==> config.mk <==
export PLATFORM = sky130hd
export DESIGN_NAME = trap_and_interrupt_sequencer
export DESIGN_NICKNAME = d
export VERILOG_FILES = /design/src/rtl/tis_pkg.sv /design/src/rtl/trap_and_interrupt_sequencer.sv
export VERILOG_INCLUDE_DIRS = /design/src /design/src/rtl
export SDC_FILE = /design/constraint.sdc
export NUM_CORES = 1
export LEC_CHECK = 0
export ABC_CLOCK_PERIOD_IN_PS = 20700
export BUFFER_PORTS_ARGS = -buffer_cell sky130_fd_sc_hd__buf_2
export CORE_AREA = 2 2 164 166
export CTS_CLUSTER_SIZE = 16
export DETAILED_ROUTE_END_ITERATION = 7
export DIE_AREA = 0 0 166 168
export PLACE_DENSITY = 0.67
export SYNTH_ARGS = -nofsm -noshare
export SYNTH_HDL_FRONTEND = slang
export SYNTH_SLANG_ARGS = --single-unit
==> constraint.sdc <==
create_clock -name clk_i -period 20.7 [get_ports clk_i]
set_input_delay 0 -clock clk_i [delete_from_list [all_inputs] [get_ports clk_i]]
set_output_delay 0 -clock clk_i [all_outputs]
set_load 0.01 [all_outputs]
==> src/rtl/tis_cfg.svh <==
`ifndef TIS_CFG_SVH
`define TIS_CFG_SVH

// ==========================================================================
// Stack checking
`define TIS_STACK_FLOOR 16'h0800

// ==========================================================================
// Trap slots, counted from the lowest trap level
`define TIS_TRAP_BASE 4'h8
`define TIS_MATH_IDX 3
`define TIS_ADDR_IDX 4
`define TIS_STACK_IDX 5
`define TIS_OSC_IDX 6
`define TIS_HARD_MASK 8'hF0
`define TIS_SOFT_MASK 8'h0F

// ==========================================================================
// Vector index of the first ordinary interrupt
`define TIS_INT_VEC_OFS 8

// ==========================================================================
// Bit positions in status words
`define TIS_CONFLICT_BIT 15
`define TIS_TRAP_LVL_BIT 3

`endif

==> src/rtl/tis_pkg.sv <==
package tis_pkg;
  typedef logic [3:0] level_t;
  typedef logic [2:0] prio_t;
  typedef logic [7:0] trap_vec_t;
endpackage

==> src/rtl/trap_and_interrupt_sequencer.sv <==
`timescale 1ns/10ps
`include "tis_cfg.svh"

module trap_and_interrupt_sequencer
  import tis_pkg::*;
#(
  parameter int NIRQ = 8,
  parameter int NEXT = 5,
  parameter int ADDR_W = 24,
  parameter int WREG_W = 16,
  parameter logic [23:0] DEF_BASE = 24'h00_0004,
  parameter logic [23:0] ALT_BASE = 24'h00_0084
) (
  // Clock and reset
  input wire logic clk_i,
  input wire logic rst_i,
  // Stack monitor
  input wire logic sp_load_i,
  input wire logic [15:0] sp_value_i,
  input wire logic [15:0] stack_limit_register_i,
  // Trap sources
  input wire logic osc_fail_i,
  input wire logic addr_err_i,
  input wire logic math_err_i,
  // Interrupt sources and control
  input wire logic [NIRQ-1:0] irq_event_i,
  input wire logic [NEXT-1:0] external_request_inputs_i,
  input wire logic [NEXT-1:0] external_edge_polarity_i,
  input wire logic [NIRQ+NEXT-1:0] interrupt_enable_registers_i,
  input wire logic [3*(NIRQ+NEXT)-1:0] irq_priority_i,
  input wire logic [NIRQ+NEXT-1:0] flag_clear_i,
  input wire logic alternate_vector_select_i,
  input wire logic trap_conflict_reset_flag_clear_i,
  // Processor core
  input wire logic [ADDR_W-1:0] pc_i,
  input wire logic [4:0] status_low_i,
  input wire logic core_ack_i,
  input wire logic return_from_interrupt_i,
  input wire logic [7:0] pop_srl_i,
  input wire logic pop_trap_level_i,
  input wire logic sr_write_i,
  input wire logic [2:0] sr_ipl_i,
  input wire logic sleep_i,
  // Shadow context
  input wire logic shadow_push_i,
  input wire logic shadow_pop_i,
  input wire logic [4:0] sr_flags_i,
  input wire logic [4*WREG_W-1:0] w_regs_i,
  // Request to core
  output logic irq_req_o,
  output logic [ADDR_W-1:0] vector_o,
  output logic halt_o,
  output logic wake_o,
  // Stack frame
  output logic push_o,
  output logic [ADDR_W-1:0] push_pc_o,
  output logic [7:0] push_srl_o,
  // Status
  output logic [2:0] cpu_priority_level_o,
  output logic [15:0] core_control_register_o,
  output logic [15:0] reset_control_register_o,
  output logic device_reset_o,
  output logic [7:0] trap_pending_o,
  output logic [NIRQ+NEXT-1:0] interrupt_flag_registers_o,
  // Shadow restore
  output logic shadow_restore_o,
  output logic [4:0] shadow_flags_o,
  output logic [4*WREG_W-1:0] shadow_w_o
);

  localparam int NF = NIRQ + NEXT;

  // ========================================================================
  // Helpers
  function automatic logic [2:0] top_trap(input trap_vec_t p);
    logic [2:0] r;
    r = 3'h0;
    for (int i = 0; i < 8; i++) begin
      if (p[i]) begin
        r = 3'(i);
      end
    end
    return r;
  endfunction

  // ========================================================================
  // State
  trap_vec_t trap_pend_q, trap_pend_d, trap_busy_q, trap_busy_d;
  logic [NF-1:0] flag_q;
  logic [NEXT-1:0] ext_prev_q;
  logic [2:0] ipl_q, ipl_d;
  logic trap_level_bit_q, trap_level_bit_d;
  logic req_q, conflict_q, trap_conflict_reset_flag_q, push_q, restore_q;
  logic [ADDR_W-1:0] vec_q, push_pc_q;
  logic [7:0] push_srl_q;
  level_t pres_lvl_q;
  logic pres_trap_q;
  logic [4:0] sh_flags_q;
  logic [4*WREG_W-1:0] sh_w_q;

  // ========================================================================
  // Trap detection
  wire clr = rst_i | conflict_q;
  wire sp_over = sp_value_i > stack_limit_register_i;
  wire sp_under = sp_value_i < `TIS_STACK_FLOOR;
  wire stack_err = sp_load_i & (sp_over | sp_under);
  trap_vec_t trap_evt;
  wire trap_vec_t hard_mask = `TIS_HARD_MASK;
  wire trap_vec_t held = trap_pend_q | trap_busy_q;
  logic conflict;

  always_comb begin
    trap_evt = '0;
    trap_evt[`TIS_MATH_IDX] = math_err_i;
    trap_evt[`TIS_ADDR_IDX] = addr_err_i;
    trap_evt[`TIS_STACK_IDX] = stack_err;
    trap_evt[`TIS_OSC_IDX] = osc_fail_i;
  end

  // A new hard trap below any held trap cannot be nested safely.
  always_comb begin
    conflict = 1'b0;
    for (int j = 0; j < 8; j++) begin
      if (trap_evt[j] && hard_mask[j] &&
          |(held & (8'hFF << (j + 1)))) begin
        conflict = 1'b1;
      end
    end
  end

  // ========================================================================
  // Interrupt flags and selection
  wire [NEXT-1:0] ext_rise = external_request_inputs_i & ~ext_prev_q;
  wire [NEXT-1:0] ext_fall = ~external_request_inputs_i & ext_prev_q;
  wire [NEXT-1:0] ext_edge =
    (external_edge_polarity_i & ext_fall) |
    (~external_edge_polarity_i & ext_rise);
  wire [NF-1:0] flag_src = {ext_edge, irq_event_i};
  wire [NF-1:0] pend_int = flag_q & interrupt_enable_registers_i;
  prio_t i_prio;
  logic [7:0] i_idx;
  logic i_any;

  // Lowest index wins among equal priorities.
  always_comb begin
    i_prio = 3'h0;
    i_idx = 8'h00;
    i_any = 1'b0;
    for (int i = 0; i < NF; i++) begin
      if (pend_int[i] && (!i_any || irq_priority_i[3*i +: 3] > i_prio)) begin
        i_prio = irq_priority_i[3*i +: 3];
        i_idx = 8'(i);
        i_any = 1'b1;
      end
    end
  end

  wire level_t cur_lvl = {trap_level_bit_q, ipl_q};
  wire [2:0] t_idx = top_trap(trap_pend_q);
  wire level_t t_lvl = `TIS_TRAP_BASE | {1'b0, t_idx};
  wire take_trap = (|trap_pend_q) && (t_lvl > cur_lvl);
  // Interrupt levels never exceed seven, so level seven blocks them all.
  wire take_int = i_any && !trap_level_bit_q && (i_prio > ipl_q);
  wire want = take_trap | take_int;
  wire [7:0] vidx = take_trap ? {5'h00, t_idx} :
                    8'(i_idx + `TIS_INT_VEC_OFS);
  wire [23:0] base = alternate_vector_select_i ? ALT_BASE : DEF_BASE;
  wire [ADDR_W-1:0] vec_d = ADDR_W'(base + {15'h0000, vidx, 1'b0});
  wire level_t pres_lvl_d = take_trap ? t_lvl : {1'b0, i_prio};
  wire accept = req_q & core_ack_i;
  wire trap_vec_t acc_mask = 8'(8'h01 << pres_lvl_q[2:0]);

  // ========================================================================
  // Priority and trap bookkeeping
  always_comb begin
    ipl_d = ipl_q;
    trap_level_bit_d = trap_level_bit_q;
    trap_busy_d = trap_busy_q;
    if (accept) begin
      ipl_d = pres_lvl_q[2:0];
      trap_level_bit_d = pres_trap_q;
      if (pres_trap_q) begin
        trap_busy_d = trap_busy_q | acc_mask;
      end
    end else if (return_from_interrupt_i) begin
      ipl_d = pop_srl_i[7:5];
      trap_level_bit_d = pop_trap_level_i;
      if (trap_level_bit_q) begin
        trap_busy_d = trap_busy_q & ~trap_vec_t'(8'h01 << ipl_q);
      end
    end else if (sr_write_i) begin
      ipl_d = sr_ipl_i;
    end
  end

  // New trap events win over the clear made by acceptance.
  assign trap_pend_d = (trap_pend_q & ~((accept && pres_trap_q) ?
                        acc_mask : 8'h00)) | trap_evt;

  always_ff @(posedge clk_i) begin
    if (clr) begin
      trap_pend_q <= '0;
      trap_busy_q <= '0;
      flag_q <= '0;
      ext_prev_q <= '0;
      ipl_q <= 3'h0;
      trap_level_bit_q <= 1'b0;
      req_q <= 1'b0;
      vec_q <= '0;
      pres_lvl_q <= 4'h0;
      pres_trap_q <= 1'b0;
    end else begin
      trap_pend_q <= trap_pend_d;
      trap_busy_q <= trap_busy_d;
      flag_q <= (flag_q & ~flag_clear_i) | flag_src;
      ext_prev_q <= external_request_inputs_i;
      ipl_q <= ipl_d;
      trap_level_bit_q <= trap_level_bit_d;
      req_q <= want & ~accept;
      vec_q <= vec_d;
      pres_lvl_q <= pres_lvl_d;
      pres_trap_q <= take_trap;
    end
  end

  // ========================================================================
  // Conflict reset and its flag
  always_ff @(posedge clk_i) begin
    if (rst_i) begin
      conflict_q <= 1'b0;
      trap_conflict_reset_flag_q <= 1'b0;
    end else begin
      conflict_q <= conflict & ~conflict_q;
      trap_conflict_reset_flag_q <= conflict | (trap_conflict_reset_flag_q & ~trap_conflict_reset_flag_clear_i);
    end
  end

  // ========================================================================
  // Stack frame and shadow context
  always_ff @(posedge clk_i) begin
    if (clr) begin
      push_q <= 1'b0;
      push_pc_q <= '0;
      push_srl_q <= 8'h00;
      restore_q <= 1'b0;
      sh_flags_q <= 5'h00;
      sh_w_q <= '0;
    end else begin
      push_q <= accept;
      restore_q <= shadow_pop_i;
      if (accept) begin
        push_pc_q <= pc_i;
        push_srl_q <= {ipl_q, status_low_i};
      end
      if (shadow_push_i) begin
        sh_flags_q <= sr_flags_i;
        sh_w_q <= w_regs_i;
      end
    end
  end

  // ========================================================================
  // Outputs
  assign irq_req_o = req_q;
  assign vector_o = vec_q;
  assign halt_o = |(trap_pend_q & hard_mask);
  assign wake_o = sleep_i & want;
  assign push_o = push_q;
  assign push_pc_o = push_pc_q;
  assign push_srl_o = push_srl_q;
  assign cpu_priority_level_o = ipl_q;
  assign core_control_register_o = 16'(trap_level_bit_q) << `TIS_TRAP_LVL_BIT;
  assign reset_control_register_o = 16'(trap_conflict_reset_flag_q) << `TIS_CONFLICT_BIT;
  assign device_reset_o = conflict_q;
  assign trap_pending_o = trap_pend_q;
  assign interrupt_flag_registers_o = flag_q;
  assign shadow_restore_o = restore_q;
  assign shadow_flags_o = sh_flags_q;
  assign shadow_w_o = sh_w_q;

  // ========================================================================
  // Checks
  a_stack_over: assert property (
    @(posedge clk_i) disable iff (rst_i)
    sp_load_i && sp_over && !conflict_q |=> trap_pend_q[`TIS_STACK_IDX])
    else $error("stack overflow not trapped");
  a_stack_under: assert property (
    @(posedge clk_i) disable iff (rst_i)
    sp_load_i && sp_under && !conflict_q |=> trap_pend_q[`TIS_STACK_IDX])
    else $error("stack underflow not trapped");
  a_osc_fail: assert property (
    @(posedge clk_i) disable iff (rst_i)
    osc_fail_i && !conflict_q |=> trap_pend_q[`TIS_OSC_IDX])
    else $error("oscillator fail not trapped");
  a_conflict_reset: assert property (
    @(posedge clk_i) disable iff (rst_i)
    conflict && !conflict_q |=> device_reset_o && trap_conflict_reset_flag_q ##1
    trap_pend_q == 8'h00)
    else $error("conflict did not reset");
  a_halt_hard: assert property (
    @(posedge clk_i) disable iff (rst_i)
    addr_err_i && !conflict_q |=> halt_o)
    else $error("hard trap did not halt");
  a_int_blocked: assert property (
    @(posedge clk_i) disable iff (rst_i)
    req_q && !pres_trap_q |-> $past(!trap_level_bit_q) && pres_lvl_q > {1'b0,
    $past(ipl_q)})
    else $error("interrupt presented at or below level");
  a_accept_push: assert property (
    @(posedge clk_i) disable iff (clr)
    accept |=> push_o && push_srl_o[7:5] == $past(ipl_q) &&
    cpu_priority_level_o == $past(pres_lvl_q[2:0]))
    else $error("accept did not stack and load level");
  a_trap_bit: assert property (
    @(posedge clk_i) disable iff (clr)
    accept |=> core_control_register_o[`TIS_TRAP_LVL_BIT] ==
    $past(pres_trap_q))
    else $error("trap level bit wrong after accept");
  a_flag_sample: assert property (
    @(posedge clk_i) disable iff (clr)
    irq_event_i[0] |=> interrupt_flag_registers_o[0])
    else $error("event not sampled into flag");
  a_trap_first: assert property (
    @(posedge clk_i) disable iff (rst_i)
    take_trap && !clr |=> pres_trap_q && pres_lvl_q[3])
    else $error("interrupt chosen over trap");

endmodule

==> results.sh <==
export IMPL_critical_path_startpoint="interrupt_flag_registers_o[0]$_SDFF_PP0_"
export IMPL_slowest_stage="dfxtp_1"
export IMPL_drc=0
export IMPL_worst_slew_pin_slew_ns=0.918
export IMPL_grt_pass1_vias=8601
export IMPL_synth_area_um2=8060
export IMPL_crit_family="compound AO/OA/AOI/OAI gates"
export IMPL_drt_iter0_markers=398
export IMPL_antenna_found_initial=3
export IMPL_portBuffers=373
export IMPL_grt_pass1_wl_mm=43.6
export IMPL_maxSlewHeadroom_pct=38.8
export IMPL_finalHoldViolations=0
export IMPL_total_power_mw=0.897
export IMPL_dp_hpwl_mm=20.3
export IMPL_timing_final_crit_share_pct=92.3
export IMPL_worstSetupPathDepth=90
export IMPL_die_width_um=166
export IMPL_min_path_cells=4
export IMPL_crit_arrival_ns=19.10
export IMPL_cts_buffers=17
export IMPL_end_kind="output port"
export IMPL_dieArea_um2=27900
export IMPL_peakVddDrop_mv=0.0548
export IMPL_layout_drive_gt1_share_pct=29.7
export IMPL_final_common_cell="buf_2"
export IMPL_cts_tree="yes"
export IMPL_yosysWarningCount=0
export IMPL_startpoint_type="register"
export IMPL_totalWireLength_mm=28.0
export IMPL_final_core_util_pct=46.0
export IMPL_synth_flop_cell="dfxtp_1"
export IMPL_clk_pin_slew_worst_paths_ns=0.07
export IMPL_core_um2=26400
export IMPL_num_vias=8664
export IMPL_cap_viol_max_count=0
export IMPL_slew_violations=0
export IMPL_worstHoldStart="pop_trap_level_i"
export IMPL_worstSkewPairLatency_ns=0.42
export IMPL_power_density_nw_per_um2=73.9
export IMPL_gr_total_overflow=0
export IMPL_dpl_worst_slack_ns=1.57
export IMPL_pin_count=426
export IMPL_crit_top_cell="ha_1"
export IMPL_routed_via_density=4.74
export IMPL_rows=60
export IMPL_clockRootBuffer="clkbuf_16"
export IMPL_worstSetupEndpoint="wake_o"
export IMPL_clock_sinks=150
export IMPL_start_util_pct=30.6
export IMPL_wire_per_inst_um=15.3
export IMPL_slowest_delay_ns=0.45
export IMPL_ff2ff_path_depth=89
export IMPL_ff2ff_setup_slack_ns=2.02
export IMPL_layout_common_cells="buf_2, dfxtp_1, nor2_1, dlygate4sd3_1, nand2_1"
export IMPL_setup_viol=0
export IMPL_dr_pass1_iters=5
export IMPL_fmax_mhz=52.4
export IMPL_status="complete, no violations"
export IMPL_critPathKind="reg2out"
export IMPL_finalCriticalPeriod_ns=19.10
export IMPL_syn_to_final_growth_pct=50.5
export IMPL_p_leak_nw=6.18
export IMPL_r2r_start="interrupt_flag_registers_o[0]$_SDFF_PP0_"
export IMPL_nets=1762
export IMPL_ys_ff_latch=150
export IMPL_crit_buf_inv=5
export IMPL_setup_slack_ns=1.60
export IMPL_required_ns=20.70
export IMPL_ys_types=69
export IMPL_clockBufferDepth=2
export IMPL_syn_avg_cell_area_um2=8.32
export IMPL_r2r_end="irq_req_o$_SDFF_PP0_"
export IMPL_synthArstFlopShare_pct=0
export IMPL_yosysSeqAreaShare_pct=37.3
export IMPL_finClkSkew_ns=0.0120
export IMPL_grt_use_total_pct=19.3
export IMPL_min_path_type="in2reg"
export IMPL_synth_edff_count=0
export IMPL_grt_max_degree=88
export IMPL_timing_hold_ws_ns=0.00969
export IMPL_synth_cells=969
export IMPL_critPathMaxFanout=8
export IMPL_place_gp_congestion=0.868
export IMPL_die_height_um=168
export IMPL_postRouteAntennaNets=0
export IMPL_htree_levels=4
-- worst reg2reg max path, delay by kind of cell, from the launching register on --
family / cells / cell delay [ns]
fa+ha+maj: 13 / 3.73
buf+inv: 4 / 0.36
flops: 1 / 0.45
simple gates: 21 / 3.13
mux: 2 / 0.77
compound gates: 49 / 10.19
-- cells in the mapped netlist (3+ instances only) --
master    number  area [µm²]
buf_1         10        37.5
nor2_1       142         533
dfxtp_1      150        3000
a31oi_1       11        68.8
nand3_1       16        80.1
ha_1          53         663
nand3b_1       6        45.0
and3_1         4        25.0
a311oi_1       6        52.6
nand4_1        5        31.3
nor3_1         7        35.0
buf_4         49         368
a21o_1        18         135
o21a_1         4        30.0
a32oi_1        3        26.3
and2_1        13        81.3
and3b_1        3        26.3
mux2i_1       76         761
clkbuf_1      25        93.8
o31ai_1        3        22.5
a21oi_2        3        26.3
inv_1         61         229
a221oi_1       5        43.8
a211o_1        6        52.6
or2_2          4        25.0
o31a_1         3        26.3
a21boi_0       4        30.0
nand2b_1       4        25.0
a211oi_1       6        45.0
o21ai_1        3        15.0
o21ai_0       18        90.1
a21oi_1       83         415
nor2b_1        7        43.8
nand2_1      114         428
-- what timing repair did --
item                                    CTS  global route
endpoints found under the hold margin   127             0
endpoints found under the setup margin    0             2
buffers inserted                          0             4
hold buffers                            138             0
resized for setup                         0             5
-- stage by stage --
step	instance area, µm²	TNS, ns	std cells
CTS	12100	0	1820
global route	12100	-0.0155	1825
global placement	10100	0	1650
detailed placement	10100	0	1650
floorplan	8240	0	1016
finish	12100	0	1827
-- worst min-delay path by stage --
stage / end
6_report: trap_level_bit_q$_SDFFE_PP0P_
5_1_grt: trap_level_bit_q$_SDFFE_PP0P_
4_1_cts: trap_level_bit_q$_SDFFE_PP0P_
3_5_place_dp: trap_conflict_reset_flag_q$_SDFF_PP0_
3_3_place_gp: trap_conflict_reset_flag_q$_SDFF_PP0_
2_1_floorplan: trap_conflict_reset_flag_q$_SDFF_PP0_
-- power breakdown --
part	total, mW	internal (mW)	switching (mW)	leakage [nW]
Combinational	0.250	0.116	0.134	4.65
Clock	0.319	0.166	0.153	0.301
Sequential	0.327	0.310	0.0168	1.23
-- registers in the layout, summed over array words and instances (netlist names), 3 cells and up --
name / flops
trap_pending_o: 8
interrupt_flag_registers_o: 13
trap_busy_q: 3
ext_prev_q: 5
cpu_priority_level_o: 3
push_srl_o: 8
push_pc_o: 24
shadow_w_o: 64
shadow_flags_o: 5
pres_lvl_q: 3
vector_o: 7
-- kinds of logic (layout without fill, tap and decap cells) --
family / count (synthesis) / in the layout / synth area share [%]
and+or+nand+nor: 334 / 334 / 18.1
AOI/OAI and AO/OA: 206 / 206 / 17.4
DFF: 150 / 150 / 37.3
buffers and inverters: 146 / 613 / 9.10
muxes: 78 / 78 / 9.72
adders and majority gates: 53 / 53 / 8.23
other: 1 / 51 / 0.0465
xor gates and xnor gates: 1 / 1 / 0.109
-- layer usage --
| layer | global-route usage, % | wire length [µm] | vias up |
|---|---|---|---|
| met1 | 21.3 | 11000 | 3981 |
| met4 | 9.57 | 1150 | 2 |
| met2 | 33.7 | 13900 | 346 |
| met3 | 6.11 | 1980 | 78 |
| li1 | - | - | 4257 |
| met5 | 0 | 12 | - |
-- cell type report --
cell class	count	area, µm²
Fill cell	2501	14200
Multi-Input combinational cell	720	4520
Timing Repair Buffer	520	3320
Sequential cell	150	3000
Tap cell	341	427
Clock buffer	17	425
Inverter	61	229
Clock inverter	15	199
Antenna cell	3	7.51
No activity file was read; power rests on OpenSTA's default activity.
